**src/hdl/cstat_pkg.sv**
```systemverilog
// Package of constants for the charger status register bank
`default_nettype none
package cstat_pkg;
   // Serial target address
   localparam logic [6:0] CSTAT_TARGET_ADDR = 7'h6b;
   // Register addresses
   localparam logic [7:0] CSTAT_CHARGE_REG_OFS = 8'h00;
   localparam logic [7:0] CSTAT_FAULT_REG_OFS = 8'h01;
   localparam logic [7:0] CSTAT_SENSOR_REG_OFS = 8'h02;
   // Charge regulation status bits
   localparam int CSTAT_CV_BIT = 6;
   localparam int CSTAT_DONE_BIT = 5;
   localparam int CSTAT_ILIM_BIT = 4;
   localparam int CSTAT_VREG_BIT = 2;
   localparam int CSTAT_THERM_BIT = 1;
   localparam int CSTAT_PGOOD_BIT = 0;
   // Fault and thermal status bits
   localparam int CSTAT_OVP_BIT = 7;
   localparam int CSTAT_OCP_BIT = 5;
   localparam int CSTAT_UVLO_BIT = 4;
   localparam int CSTAT_COLD_BIT = 3;
   localparam int CSTAT_COOL_BIT = 2;
   localparam int CSTAT_WARM_BIT = 1;
   localparam int CSTAT_HOT_BIT = 0;
   // Sensor open status bit
   localparam int CSTAT_OPEN_BIT = 0;
   // Reset value of every status register and of unmapped reads
   localparam logic [7:0] CSTAT_REG_RESET = 8'h00;
   // Bits per serial byte
   localparam logic [3:0] CSTAT_BYTE_BITS = 4'h8;
   // Serial engine states
   typedef enum logic [6:0] {
      CSTAT_IDLE = 7'h01, // Waiting for a start condition
      CSTAT_ADDR = 7'h02, // Receiving address byte
      CSTAT_PTR = 7'h04, // Receiving register pointer
      CSTAT_WDATA = 7'h08, // Receiving data bytes, discarded
      CSTAT_ACK = 7'h10, // Driving acknowledge
      CSTAT_READ = 7'h20, // Shifting out a data byte
      CSTAT_RACK = 7'h40 // Sampling the host acknowledge
   } cstat_state_type;
endpackage : cstat_pkg
`default_nettype wire

```
**src/hdl/cstat_status_regs.sv**
```systemverilog
// Charger status register bank with its serial target engine
`default_nettype none
module cstat_status_regs #(
   parameter logic [6:0] TARGET_ADDR = cstat_pkg::CSTAT_TARGET_ADDR
) (
   // Clock and reset
   input wire logic clk,
   input wire logic arst_n,
   // Charge regulation conditions
   input wire logic constant_voltage_active,
   input wire logic charge_done,
   input wire logic input_current_limit_active,
   input wire logic input_voltage_regulation_active,
   input wire logic die_thermal_regulation_active,
   input wire logic input_power_good,
   // Fault conditions
   input wire logic input_overvoltage_active,
   input wire logic battery_overcurrent_active,
   input wire logic battery_undervoltage_active,
   // Thermistor comparator zones
   input wire logic thermistor_cold_zone,
   input wire logic thermistor_cool_zone,
   input wire logic thermistor_warm_zone,
   input wire logic thermistor_hot_zone,
   input wire logic thermistor_open_detect,
   // Charge control derived from thermistor zones
   output logic charge_suspend,
   output logic charge_current_reduce,
   output logic charge_voltage_reduce,
   // Serial bus pins, data is open drain
   input wire logic scl_in,
   input wire logic sda_in,
   output logic sda_out,
   output logic sda_oe_n
);
   // Reserved and general-call style addresses cannot be served
   if (TARGET_ADDR < 7'h08 || TARGET_ADDR > 7'h77) begin : g_addr_check
      $error("Target address lies in a reserved range");
   end

   // Live status snapshots
   logic [7:0] charge_stat_r;
   logic [7:0] fault_stat_r;
   logic [7:0] sensor_stat_r;
   // Charge control flops
   logic suspend_r;
   logic cur_red_r;
   logic volt_red_r;
   // Pin history for edge and condition detection
   logic scl_d_r;
   logic sda_d_r;
   // Serial engine state
   cstat_pkg::cstat_state_type state_r;
   cstat_pkg::cstat_state_type after_ack_r;
   logic [3:0] bit_cnt_r;
   logic [7:0] rx_r;
   logic [7:0] tx_r;
   logic [7:0] ptr_r;
   logic sda_oe_n_r;
   logic sda_out_r;
   // Bus events
   logic scl_rise;
   logic scl_fall;
   logic start_cond;
   logic stop_cond;
   logic [7:0] rd_data;

   assign scl_rise = scl_in & ~scl_d_r;
   assign scl_fall = ~scl_in & scl_d_r;
   assign start_cond = scl_in & scl_d_r & sda_d_r & ~sda_in;
   assign stop_cond = scl_in & scl_d_r & ~sda_d_r & sda_in;

   // Status sampling; reserved bits read as zero
   always_ff @(posedge clk or negedge arst_n) begin
      if (!arst_n) begin
         charge_stat_r <= cstat_pkg::CSTAT_REG_RESET;
         fault_stat_r <= cstat_pkg::CSTAT_REG_RESET;
         sensor_stat_r <= cstat_pkg::CSTAT_REG_RESET;
      end else begin
         charge_stat_r <= cstat_pkg::CSTAT_REG_RESET;
         fault_stat_r <= cstat_pkg::CSTAT_REG_RESET;
         sensor_stat_r <= cstat_pkg::CSTAT_REG_RESET;
         charge_stat_r[cstat_pkg::CSTAT_CV_BIT] <= constant_voltage_active;
         charge_stat_r[cstat_pkg::CSTAT_PGOOD_BIT] <= input_power_good;
         charge_stat_r[cstat_pkg::CSTAT_ILIM_BIT] <= input_current_limit_active;
         charge_stat_r[cstat_pkg::CSTAT_DONE_BIT] <= charge_done;
         charge_stat_r[cstat_pkg::CSTAT_VREG_BIT] <= input_voltage_regulation_active;
         charge_stat_r[cstat_pkg::CSTAT_THERM_BIT] <= die_thermal_regulation_active;
         fault_stat_r[cstat_pkg::CSTAT_OVP_BIT] <= input_overvoltage_active;
         fault_stat_r[cstat_pkg::CSTAT_OCP_BIT] <= battery_overcurrent_active;
         fault_stat_r[cstat_pkg::CSTAT_UVLO_BIT] <= battery_undervoltage_active;
         fault_stat_r[cstat_pkg::CSTAT_COLD_BIT] <= thermistor_cold_zone;
         fault_stat_r[cstat_pkg::CSTAT_COOL_BIT] <= thermistor_cool_zone;
         fault_stat_r[cstat_pkg::CSTAT_WARM_BIT] <= thermistor_warm_zone;
         fault_stat_r[cstat_pkg::CSTAT_HOT_BIT] <= thermistor_hot_zone;
         sensor_stat_r[cstat_pkg::CSTAT_OPEN_BIT] <= thermistor_open_detect;
      end
   end

   // Thermal zone actions on charging; cold and hot both stop charging
   always_ff @(posedge clk or negedge arst_n) begin
      if (!arst_n) begin
         suspend_r <= 1'b0;
         cur_red_r <= 1'b0;
         volt_red_r <= 1'b0;
      end else begin
         suspend_r <= thermistor_cold_zone | thermistor_hot_zone;
         cur_red_r <= thermistor_cool_zone;
         volt_red_r <= thermistor_warm_zone;
      end
   end

   // Pin history
   always_ff @(posedge clk or negedge arst_n) begin
      if (!arst_n) begin
         scl_d_r <= 1'b1;
         sda_d_r <= 1'b1;
      end else begin
         scl_d_r <= scl_in;
         sda_d_r <= sda_in;
      end
   end

   // Register read decode; unmapped addresses return zero
   always_comb begin
      unique case (ptr_r)
         cstat_pkg::CSTAT_CHARGE_REG_OFS: rd_data = charge_stat_r;
         cstat_pkg::CSTAT_FAULT_REG_OFS: rd_data = fault_stat_r;
         cstat_pkg::CSTAT_SENSOR_REG_OFS: rd_data = sensor_stat_r;
         default: rd_data = cstat_pkg::CSTAT_REG_RESET;
      endcase
   end

   // Serial engine; data changes on falling clock, sampled on rising
   always_ff @(posedge clk or negedge arst_n) begin
      if (!arst_n) begin
         state_r <= cstat_pkg::CSTAT_IDLE;
         after_ack_r <= cstat_pkg::CSTAT_IDLE;
         bit_cnt_r <= 4'h0;
         rx_r <= 8'h00;
         tx_r <= 8'h00;
         ptr_r <= cstat_pkg::CSTAT_CHARGE_REG_OFS;
         sda_oe_n_r <= 1'b1;
      end else if (stop_cond) begin
         // Stop always releases the line
         state_r <= cstat_pkg::CSTAT_IDLE;
         sda_oe_n_r <= 1'b1;
      end else if (start_cond) begin
         // Start or repeated start; the pointer is kept
         state_r <= cstat_pkg::CSTAT_ADDR;
         bit_cnt_r <= 4'h0;
         sda_oe_n_r <= 1'b1;
      end else begin
         unique case (state_r)
            cstat_pkg::CSTAT_IDLE: begin
               sda_oe_n_r <= 1'b1;
            end
            cstat_pkg::CSTAT_ADDR, cstat_pkg::CSTAT_PTR, cstat_pkg::CSTAT_WDATA: begin
               if (scl_rise) begin
                  rx_r <= {rx_r[6:0], sda_in};
                  bit_cnt_r <= bit_cnt_r + 4'h1;
               end else if (scl_fall && bit_cnt_r == cstat_pkg::CSTAT_BYTE_BITS) begin
                  bit_cnt_r <= 4'h0;
                  if (state_r == cstat_pkg::CSTAT_ADDR) begin
                     if (rx_r[7:1] == TARGET_ADDR) begin
                        sda_oe_n_r <= 1'b0;
                        state_r <= cstat_pkg::CSTAT_ACK;
                        after_ack_r <= rx_r[0] ? cstat_pkg::CSTAT_READ : cstat_pkg::CSTAT_PTR;
                     end else begin
                        // Another target is addressed; stay off the bus
                        state_r <= cstat_pkg::CSTAT_IDLE;
                     end
                  end else begin
                     // Pointer byte loads; written data is ignored, registers are read-only
                     if (state_r == cstat_pkg::CSTAT_PTR) begin
                        ptr_r <= rx_r;
                     end else begin
                        ptr_r <= ptr_r + 8'h01;
                     end
                     sda_oe_n_r <= 1'b0;
                     state_r <= cstat_pkg::CSTAT_ACK;
                     after_ack_r <= cstat_pkg::CSTAT_WDATA;
                  end
               end
            end
            cstat_pkg::CSTAT_ACK: begin
               if (scl_fall) begin
                  if (after_ack_r == cstat_pkg::CSTAT_READ) begin
                     // Snapshot the byte at its start so it cannot tear
                     tx_r <= {rd_data[6:0], 1'b0};
                     sda_oe_n_r <= rd_data[7];
                     ptr_r <= ptr_r + 8'h01;
                     bit_cnt_r <= 4'h1;
                  end else begin
                     sda_oe_n_r <= 1'b1;
                  end
                  state_r <= after_ack_r;
               end
            end
            cstat_pkg::CSTAT_READ: begin
               if (scl_fall) begin
                  if (bit_cnt_r == cstat_pkg::CSTAT_BYTE_BITS) begin
                     sda_oe_n_r <= 1'b1;
                     state_r <= cstat_pkg::CSTAT_RACK;
                  end else begin
                     sda_oe_n_r <= tx_r[7];
                     tx_r <= {tx_r[6:0], 1'b0};
                     bit_cnt_r <= bit_cnt_r + 4'h1;
                  end
               end
            end
            cstat_pkg::CSTAT_RACK: begin
               if (scl_rise && sda_in) begin
                  // Host refused the byte; wait for stop or start
                  state_r <= cstat_pkg::CSTAT_IDLE;
               end else if (scl_fall) begin
                  tx_r <= {rd_data[6:0], 1'b0};
                  sda_oe_n_r <= rd_data[7];
                  ptr_r <= ptr_r + 8'h01;
                  bit_cnt_r <= 4'h1;
                  state_r <= cstat_pkg::CSTAT_READ;
               end
            end
         endcase
      end
   end

   // Open-drain data only ever pulls low
   always_ff @(posedge clk or negedge arst_n) begin
      if (!arst_n) begin
         sda_out_r <= 1'b0;
      end else begin
         sda_out_r <= 1'b0;
      end
   end

   assign sda_out = sda_out_r;
   assign sda_oe_n = sda_oe_n_r;
   assign charge_suspend = suspend_r;
   assign charge_current_reduce = cur_red_r;
   assign charge_voltage_reduce = volt_red_r;
endmodule : cstat_status_regs
`default_nettype wire

```
**config.mk**
```make
export PLATFORM = sky130hd
export DESIGN_NAME = cstat_status_regs
export DESIGN_NICKNAME = d
export VERILOG_FILES = /design/src/hdl/cstat_pkg.sv /design/src/hdl/cstat_status_regs.sv
export SDC_FILE = /design/constraint.sdc
export NUM_CORES = 1
export LEC_CHECK = 0
export ABC_AREA = 1
export BUFFER_PORTS_ARGS = -buffer_cell sky130_fd_sc_hd__buf_2
export CORE_ASPECT_RATIO = 0.75
export CORE_MARGIN = 3
export CORE_UTILIZATION = 40
export CTS_BUF_LIST = sky130_fd_sc_hd__clkbuf_16
export CTS_CLUSTER_DIAMETER = 120
export DETAILED_ROUTE_END_ITERATION = 16
export GPL_TIMING_DRIVEN = 0
export SKIP_LAST_GASP = 1
export SLEW_MARGIN = 30
export SYNTH_ARGS = -nofsm -noshare
export SYNTH_HDL_FRONTEND = slang
export SYNTH_SLANG_ARGS = --single-unit
```
**constraint.sdc**
```tcl
create_clock -name clk -period 1.45 [get_ports clk]
set_input_delay 0 -clock clk [delete_from_list [all_inputs] [get_ports clk]]
set_output_delay 0 -clock clk [all_outputs]
set_load 0.02 [all_outputs]
```
==> flow_summary.toml, run 1 <==
[critical_path]
cpMaxStageDelayCell = "dfstp_2"
cp.arrival_ps = 1890
worstPathMaxFanout = 8
path_cells = "nand3_2, nand2_2, nand2_4, nand2_4, nor2_4, inv_2, nand2_2, nor2_4, nand2_4, nand2_2, nand2_1"
criticalPathCategory = "reg2reg"
crit_family = "simple AND/OR/NAND/NOR gates"
reg2reg_depth = 11
start_kind = "flip-flop"
reg2reg_from = "scl_d_r$_DFF_PN1_"
worstPathRequired_ps = 1630
crit_cells = 11
worstSetupEndpointType = "flip-flop"
critPathLaunch = "scl_d_r$_DFF_PN1_"
cp.buffers_inverters = 1
slowest_delay_ps = 630

[synth]
synth_top_area_share_pct = 40.0
seq_area_frac_synth_pct = 44.1
ys_ff_latch = 56
synth_area_leader_cell = "dfrtp_1"
syn_inst = 425
synth_area_per_cell_sq_um = 7.50
syn_area_sq_um = 3190
synthDistinctLibCells = 35
synthTopCellsByArea = "dfrtp_1 (40%), nand2_1 (18%), nand3_1 (7.5%), inv_1 (4.4%), dfstp_2 (4.1%)"
synth_nets = 449
yosys_warnings = 0

[clock_tree]
clock-sinks = 56
root_buffer = "clkbuf_16"
cts_buffers = 5
clock_latency_ps = 300
ctsLongestPathBuffers = 2
cts_tree = "yes"
htree_levels = 2
path_clk_slew_ps = 80

[cells_and_area]
post-route-util_pct = 57.8
final_cell_mix = "nand2_1 (124), dfrtp_1 (49), nand3_1 (43), inv_1 (34), nand2_2 (27)"
final_common_cell = "nand2_1"
design_area_sq_um = 4350
multiInputGateArea_sq_um = 1890
diodes = 0
syn_to_final_growth_pct = 36.5
nFillCells = 689
regArea_sq_um = 1410
num-nets-final = 523
post_route_cells_drive_above_1_share_pct = 35.2

[placed_design]
hpwl_um = 5280
portBuffers = 21
placed_area_sq_um = 3520
gp_congestion = 0.888

[pwr]
leakagePower_uw = 0.00220
power_frac_comb_pct = 29.6
intPower_uw = 3010
switching_share_pct = 35.0
netSwitchingPower_uw = 1620
seq_power_share_pct = 43.1
power.total_uw = 4630
p_clk_share_pct = 27.2
pwr_density_cell_nw_per_um2 = 1060
peakVddDrop_mv = 0.614

[floorplan]
coreArea_sq_um = 7530
dieWidth_um = 109
die_h_um = 83.3
start_util_pct = 42.3
die-area_sq_um = 9090
rows = 27
pin_count = 23

[sta]
grt_setup_unrepaired = "yes"
hold_viol = 0
period_minus_slack_ps = 1700
period_share_pct = 117
drv_slew = 0
final-setup-viol-count = 39
final.setup.worst_slack_ps = -252
relSlewSlack_pct = 53.0
skew_ps = 5.47
worstMarginPinSlew_ps = 705
max_freq_ghz = 0.587

[route]
wl_um = 7880
via_count = 2878
wl_per_cell_um = 13.1
firstDrtPassIters = 4
via_per_inst = 4.79
ant_nets = 0
drt_iter0_drc = 131
drc = 0

[global_route]
antenna_found_initial = 0
grt_pass1_wl_um = 13300
grt_max_degree = 57
grt_use_total_pct = 18.0
grt-ovfl-total = 0
grt_pass1_vias = 2807

[run]
cap_violations = 0

[hold_path]
hold_class = "in2reg"
worstHoldStart = "sda_in"
hold_path_depth = 3

[run_status]
violations = "setup timing"
status = "complete, but fails checks"
per-stage QoR:
| stage | hold WS (ps) | setup TNS (ps) | setup WS [ps] | cells |
|---|---|---|---|---|
| global placement | 108 | -9150 | -342 | 547 |
| floorplan | -296 | -2110 | -111 | 425 |
| global route | 151 | -11110 | -351 | 601 |
| detailed placement | 99.4 | -9690 | -363 | 547 |
| finish | 111 | -7050 | -252 | 601 |
| CTS | 71.6 | -6140 | -219 | 594 |
sequential cells by signal, indices dropped and copies added (netlist names):
| signal | cells |
|---|---|
| after_ack_r | 4 |
| bit_cnt_r | 4 |
| charge_stat_r | 6 |
| charge_suspend | 1 |
| fault_stat_r | 7 |
| ptr_r | 8 |
| rx_r | 8 |
| scl_d_r | 1 |
| sda_d_r | 1 |
| sda_oe_n | 1 |
| sensor_stat_r | 1 |
| state_r | 7 |
| tx_r | 7 |
power groups by stage:
stage               combinational (uW)  clock, uW  sequential (uW)
floorplan                          781          0             1990
global placement                  1030          0             2010
detailed placement                1050          0             2020
CTS                               1220       1300             1980
global route                      1550       1360             2030
finish                            1370       1260             2000
cell usage after synthesis:
master      n
inv_2      13
a21oi_2     1
nor2_1     24
nand4_1     7
nand3_2     2
ha_1        6
nor2_2      3
o22ai_1     1
o21ai_1     4
xor2_1      2
nand2_1   152
or2_2       1
conb_1      1
a21oi_1     2
o21a_1      1
clkbuf_1    2
dfrtp_1    51
o21ai_0    22
mux2i_1     1
nand2_2    12
nor3_1      6
xnor2_1     1
a31o_2      1
buf_6       1
buf_2       1
nand3_4     1
buf_4       1
nand3b_1    2
nand3_1    48
o21ai_4     1
dfstp_2     5
nor2_4      7
nand2_4     3
nor3_2      2
inv_1      37
worst paths after layout:
check | end | slack, ps
worst min register to register | sda_oe_n$_DFFE_PN1P_ | 470
worst min-delay path | rx_r[0]$_DFFE_PN0P_ | 110
worst max-delay path | state_r[1]$_DFFE_PN0P_ | -250
min in group asynchronous | state_r[3]$_DFFE_PN0P_ | 290
worst max register to register | state_r[1]$_DFFE_PN0P_ | -250
max in group asynchronous | ptr_r[5]$_DFFE_PN0P_ | 650
kinds of logic after synthesis:
family	share of synthesized area [%]
flip-flops	44.1
other	0.118
buffers and inverters	6.87
XOR/XNOR	0.824
AO/OA/AOI/OAI	5.89
adder cells (fa/ha/maj)	2.35
multiplexers	0.314
AND/OR/NAND/NOR	39.5
final cells by class:
type                       count  area share (%)
buffer                         5           0.920
clock buffer                   5            2.87
clock inverter                 3           0.575
inverter                      50            4.66
multi-input combinational    314            43.3
sequential                    56            32.4
tap                          101            2.90
timing repair buffer          67            12.4
tightest hold or removal path, delay by kind of cell:
family                 cells  cell delay, ps
buffers and inverters      2             290
AOI/OAI and AO/OA          1              80
timing repair:
action                     CTS  global route
pin swaps                   17            17
resized for setup           36            54
hold buffers                17             0
hold endpoints to repair    68             0
gates cloned                 1             0
buffers inserted            21             7
setup endpoints to repair   39            39
per-layer routing:
| metal | track usage [%] | routed length [um] | up-vias |
|---|---|---|---|
| li1 | - | - | 1497 |
| met1 | 25.2 | 3770 | 1311 |
| met2 | 27.9 | 3670 | 59 |
| met3 | 3.96 | 348 | 11 |
| met4 | 4.82 | 91 | 0 |
| met5 | 0 | 0 | - |
(Power assumes the default switching activity.)
==> inputs of run 2 (changes only) <==
ABC_AREA = default   (was 1)
==> run 2 against run 1 <==
Compared with the run above:
- the run still ends with setup timing left
- hold slack got worse by 68 ps
- global-route usage increased by 0.13 points
- die area decreased by 8.6%
- sequential power increased by 7%
- setup slack got worse by 550 ps
- final area decreased by 1.0%
- maximum frequency decreased by 24%
- synthesized cell count decreased by 33%
- sequential cell count unchanged
==> flow_summary.toml, run 2 <==
[run_status]
status = "complete, but fails checks"
violations = "setup timing"

[synth]
syn_area_sq_um = 2900
synth_area_leader_cell = "dfrtp_1"
syn_inst = 284
synth_top_area_share_pct = 44.1
synth_area_per_cell_sq_um = 10.2
ys_ff_latch = 56
synthMostInstantiatedCell = "dfrtp_1"
synth_ff_type = "dfrtp_1"
synth-edff-count = 0
synthDistinctLibCells = 58
synthTopCellsByArea = "dfrtp_1 (44%), mux2_2 (5.1%), dfstp_2 (4.5%), nand2_1 (3.5%), o21ai_0 (3.5%)"
synth_nets = 308
seq_area_frac_synth_pct = 48.6
ys_top_cells_by_count = "dfrtp_1 (51), nand2_1 (27), nor2_1 (23)"
synthArstFlopShare_pct = 100
yosys_warnings = 0

[cells_and_area]
final_cell_mix = "dfrtp_1 (48), buf_4 (34), nand2_1 (22), buf_2 (21), buf_6 (20)"
nFillCells = 520
post_route_cells_drive_above_1_share_pct = 43.8
post-route-util_pct = 62.2
syn_to_final_growth_pct = 48.8
top_regs = "ptr_r: 8 flops, rx_r: 8 flops"
num-nets-final = 400
diodes = 0
design_area_sq_um = 4310
final_common_cell = "dfrtp_1"

[route]
wl_per_cell_um = 18.0
firstDrtPassIters = 4
via_count = 2635
drt_iter0_drc = 154
wl_um = 8530
wl_met1_um = 3910
via_per_inst = 5.55
drc = 0
ant_nets = 0
wl_met2_um = 4020
top_layer = "met4"
wl_met3_um = 379

[critical_path]
crit_family = "compound AO/OA/AOI/OAI gates"
cp.buffers_inverters = 2
worstPathMaxFanout = 3
rr_endpoint = "tx_r[1]$_DFFE_PN0P_"
path_cells = "buf_12, nor4_2, o211ai_1, a2111oi_4, buf_4, mux2_4"
cp.arrival_ps = 2430
r2r_setup_slack_ps = -800
slowest_delay_ps = 430
cpMaxStageDelayCell = "dfrtp_1"
worstSetupEndpointType = "flip-flop"
reg2reg_from = "state_r[1]$_DFFE_PN0P_"
criticalPathCategory = "reg2reg"
reg2reg_depth = 6
start_kind = "flip-flop"
worstPathRequired_ps = 1640

[pwr]
leakagePower_uw = 0.00181
pwr_density_cell_nw_per_um2 = 1360
peakVddDrop_mv = 0.630

[global_route]
antenna_found_initial = 0
grt-ovfl-total = 0
grt_max_degree = 57
grt_use_total_pct = 18.1
grt_pass1_wl_um = 12000
grt_pass1_vias = 2349

[hold_path]
hold_path_depth = 2
hold_class = "in2reg"
worstHoldStart = "sda_in"
whs_endpoint = "rx_r[0]$_DFFE_PN0P_"

[sta]
relSlewSlack_pct = 52.1
grt_setup_unrepaired = "yes"
drv_slew = 0
worstMarginPinSlew_ps = 719
max_freq_ghz = 0.445
final.setup.worst_slack_ps = -797
period_share_pct = 155
skew_ps = 9.76
final-setup-viol-count = 39
hold_viol = 0
period_minus_slack_ps = 2250

[floorplan]
start_util_pct = 41.8
die-area_sq_um = 8310
rows = 26
pin_count = 23
die_h_um = 79.7
dieWidth_um = 104
coreArea_sq_um = 6930

[placed_design]
placed_area_sq_um = 3160
gp_congestion = 0.889
hpwl_um = 4490
portBuffers = 21

[clock_tree]
path_clk_slew_ps = 80
root_buffer = "clkbuf_16"
ctsLongestPathBuffers = 2
cts_tree = "yes"
htree_levels = 2
cts_buffers = 5
clock-sinks = 56
clock_latency_ps = 300

[run]
cap_violations = 0
==> run 2: cell count changes after synthesis, sizes merged, moves of 6 or more <==
cell | before | now
a21oi | 3 | 9
nor2b | 0 | 7
a22oi | 0 | 9
nor2 | 34 | 23
a31oi | 0 | 7
o21ai | 27 | 21
mux2 | 0 | 13
nand2 | 167 | 27
inv | 50 | 11
nand3 | 51 | 6
==> run 2: repair_timing <==
item | in CTS | in global routing
setup buffers | 18 | 32
endpoints found under the hold margin | 68 | 0
pin swaps | 11 | 24
setup endpoints to repair | 39 | 39
gates cloned | 2 | 0
hold buffers | 17 | 0
gates resized for setup | 41 | 93
==> run 2: power breakdown <==
| part | internal [uW] | total [uW] | switching, uW |
|---|---|---|---|
| combinational | 1270 | 2410 | 1140 |
| clock | 656 | 1280 | 626 |
| sequential | 1870 | 2150 | 289 |
==> run 2: cell families (layout without fill, tap and decap cells) <==
kind of cell	Yosys count	after routing	synth area share [%]
other	1	1	0.130
XOR/XNOR	4	4	1.21
flip-flops	56	56	48.6
multiplexers	18	18	6.78
AO/OA/AOI/OAI	73	73	18.2
AND/OR/NAND/NOR	102	102	18.8
buffers and inverters	24	117	3.67
adder cells (fa/ha/maj)	6	6	2.59
==> run 2: worst max-delay path by stage <==
stage                                start                      to  slack [ps]  cells past startpoint
floorplan           state_r[1]$_DFFE_PN0P_  state_r[5]$_DFFE_PN0P_        -720                      6
finish              state_r[1]$_DFFE_PN0P_     tx_r[1]$_DFFE_PN0P_        -800                      6
global placement    state_r[6]$_DFFE_PN0P_  state_r[0]$_DFFE_PN1P_       -1120                      7
detailed placement  state_r[6]$_DFFE_PN0P_  state_r[0]$_DFFE_PN1P_       -1070                      7
CTS                 state_r[1]$_DFFE_PN0P_  state_r[6]$_DFFE_PN0P_        -760                      5
global route        state_r[1]$_DFFE_PN0P_     tx_r[2]$_DFFE_PN0P_        -830                      8
==> run 2: per-layer routing <==
layer,vias to the layer above,global-route usage (%)
met3,23,3.88
met2,76,27.7
li1,1226,-
met4,0,6.77
met5,-,0
met1,1310,25.4
==> run 2: cell type report <==
| cell class | instances | area (sq um) | share of cell area (%) |
|---|---|---|---|
| multi-input combinational | 204 | 1750 | 40.5 |
| buffer | 9 | 76.3 | 1.77 |
| clock inverter | 3 | 25.0 | 0.581 |
| sequential | 56 | 1410 | 32.8 |
| inverter | 11 | 41.3 | 0.958 |
| tap | 98 | 123 | 2.85 |
| clock buffer | 5 | 125 | 2.90 |
| timing repair buffer | 89 | 761 | 17.7 |
==> run 2: worst register-to-register path: cells and delay by family, from the launching register on <==
kind | cells | cell delay [ps]
AO/OA/AOI/OAI | 2 | 620
buffers and inverters | 2 | 350
flip-flops | 1 | 430
AND/OR/NAND/NOR | 1 | 440
multiplexers | 1 | 290
==> run 2: metrics by stage <==
step / TNS, ps / instances / worst slack [ps] / hold slack (ps) / total power [uW]
CTS: -19830 / 446 / -762 / 29.4 / 5110
global placement: -25960 / 403 / -1120 / 108 / 3520
detailed placement: -25500 / 403 / -1070 / 107 / 3540
global route: -21380 / 475 / -830 / 56.9 / 6150
finish: -19450 / 475 / -797 / 43.1 / 5850
floorplan: -15100 / 284 / -719 / -296 / 3170
==> inputs of run 3 (changes only) <==
CORE_UTILIZATION = 35   (was 40)
==> run 3 against run 2 <==
Compared with the run above:
- the run still ends with setup timing left
- total power is 2.8% lower
- clock power hardly changed
- via count is 2.8% lower
- sequential power hardly changed
- final area is 4.2% lower
- register-to-register slack better by 70 ps
- first-iteration DRC count is 23% lower
- critical path depth is 1 lower
- critical endpoint is now state_r[5]$_DFFE_PN0P_
==> flow_summary.toml, run 3 (synthesis gave the netlist of run 2 again) <==
[run_status]
status = "complete, but fails checks"
violations = "setup timing"

[sta]
period_minus_slack_ps = 2170
period_share_pct = 150
hold_viol = 0
worstMarginPinSlew_ps = 719
skew_ps = 4.87
final-setup-viol-count = 39
final.setup.worst_slack_ps = -725
drv_slew = 0
worst_hold_slack_ps = 37.8
relSlewSlack_pct = 52.0
max_freq_ghz = 0.460
grt_setup_unrepaired = "yes"
setup_tns_ps = -21160

[run]
cap_violations = 0

[critical_path]
start_kind = "flip-flop"
slowest_delay_ps = 520
worstPathMaxFanout = 8
rr_endpoint = "state_r[5]$_DFFE_PN0P_"
cp.arrival_ps = 2370
reg2reg_from = "state_r[2]$_DFFE_PN0P_"
reg2reg_depth = 5
worstSetupEndpointType = "flip-flop"
worstPathRequired_ps = 1640
crit_family = "simple AND/OR/NAND/NOR gates"
cpMaxStageDelayCell = "dfrtp_2"
r2r_setup_slack_ps = -720
cp.buffers_inverters = 1
path_cells = "or4_4, or3_4, a31oi_4, buf_12, mux2_4"
criticalPathCategory = "reg2reg"

[pwr]
peakVddDrop_mv = 0.743
leakagePower_uw = 0.00174
pwr_density_cell_nw_per_um2 = 1380

[route]
ant_nets = 0
via_count = 2560
drc = 0
wl_um = 7930
via_per_inst = 5.39
drt_iter0_drc = 119
firstDrtPassIters = 4
wl_per_cell_um = 16.7

[cells_and_area]
num-nets-final = 393
syn_to_final_growth_pct = 42.5
final_common_cell = "dfrtp_1"
nFillCells = 677
diodes = 0
top_regs = "ptr_r: 8 flops, rx_r: 8 flops"
post_route_cells_drive_above_1_share_pct = 39.5
design_area_sq_um = 4130
final_cell_mix = "dfrtp_1 (48), buf_4 (31), nand2_1 (25), buf_2 (24), nor2_1 (19)"

[hold_path]
whs_endpoint = "rx_r[0]$_DFFE_PN0P_"
hold_class = "in2reg"
worstHoldStart = "sda_in"
hold_path_depth = 2

[floorplan]
pin_count = 23
start_util_pct = 36.4
coreArea_sq_um = 7950
rows = 28
dieWidth_um = 111
die_h_um = 84.8
die-area_sq_um = 9410

[global_route]
grt-ovfl-total = 0
grt_use_total_pct = 16.4
grt_pass1_vias = 2525
grt_pass1_wl_um = 12600
antenna_found_initial = 0
grt_max_degree = 57

[clock_tree]
root_buffer = "clkbuf_16"
path_clk_slew_ps = 80
clock_latency_ps = 300
htree_levels = 2
cts_tree = "yes"
clock-sinks = 56
ctsLongestPathBuffers = 2
cts_buffers = 5

[placed_design]
portBuffers = 21
gp_congestion = 0.894
placed_area_sq_um = 3170
pre_cts_slack_ps = -1110
hpwl_um = 4650
[run 3: cell types whose count changed in the layout (fill, tap and decap cells not counted), sizes merged]
cell    previous run  this run
inv               13        12
clkinv             0         1
clkbuf             7         9
buf               79        70
[run 3: how the worst max path moves through the flow]
| stage | start | to | slack [ps] | depth (start not counted) |
|---|---|---|---|---|
| floorplan | state_r[1]$_DFFE_PN0P_ | state_r[5]$_DFFE_PN0P_ | -720 | 6 |
| global placement | state_r[6]$_DFFE_PN0P_ | state_r[0]$_DFFE_PN1P_ | -1100 | 7 |
| detailed placement | state_r[6]$_DFFE_PN0P_ | state_r[0]$_DFFE_PN1P_ | -1110 | 7 |
| CTS | state_r[1]$_DFFE_PN0P_ | state_r[5]$_DFFE_PN0P_ | -760 | 6 |
| global route | state_r[4]$_DFFE_PN0P_ | state_r[3]$_DFFE_PN0P_ | -800 | 8 |
| finish | state_r[2]$_DFFE_PN0P_ | state_r[5]$_DFFE_PN0P_ | -720 | 5 |
[run 3: what timing repair did]
item | CTS | global route
hold endpoints to repair | 68 | 0
resized for setup | 55 | 29
hold buffers | 17 | 0
setup endpoints to repair | 39 | 39
pin swaps | 17 | 16
buffers inserted | 27 | 16
cloned | 2 | 0
[run 3: report_power, final]
part,switching (uW),internal [uW],total (uW)
sequential,274,1870,2140
clock,632,658,1290
combinational,1070,1190,2250
total,1970,3710,5680
[run 3: area by class of cell]
cell class / instances / area [sq um] / share of cell area [%]
clock buffer: 5 / 125 / 3.03
buffer: 9 / 58.8 / 1.43
sequential: 56 / 1410 / 34.2
multi-input combinational: 204 / 1640 / 39.8
inverter: 11 / 41.3 / 1.00
clock inverter: 3 / 27.5 / 0.667
timing repair buffer: 82 / 691 / 16.7
tap: 105 / 131 / 3.18
[run 3: metrics by stage]
stage	total power, uW	util, %	std cells
floorplan	3170	-	284
global placement	3530	39.8	410
detailed placement	3550	39.8	410
CTS	5360	48.9	460
global route	6000	51.9	475
finish	5680	51.9	475
[run 3: per-layer routing]
layer | up-vias | GRT usage [%] | part of all wire (%)
met2 | 93 | 26.0 | 47
met5 | - | 0 | 0
met1 | 1255 | 23.2 | 46
li1 | 1204 | - | -
met3 | 8 | 2.88 | 5.6
met4 | 0 | 4.64 | 0.93
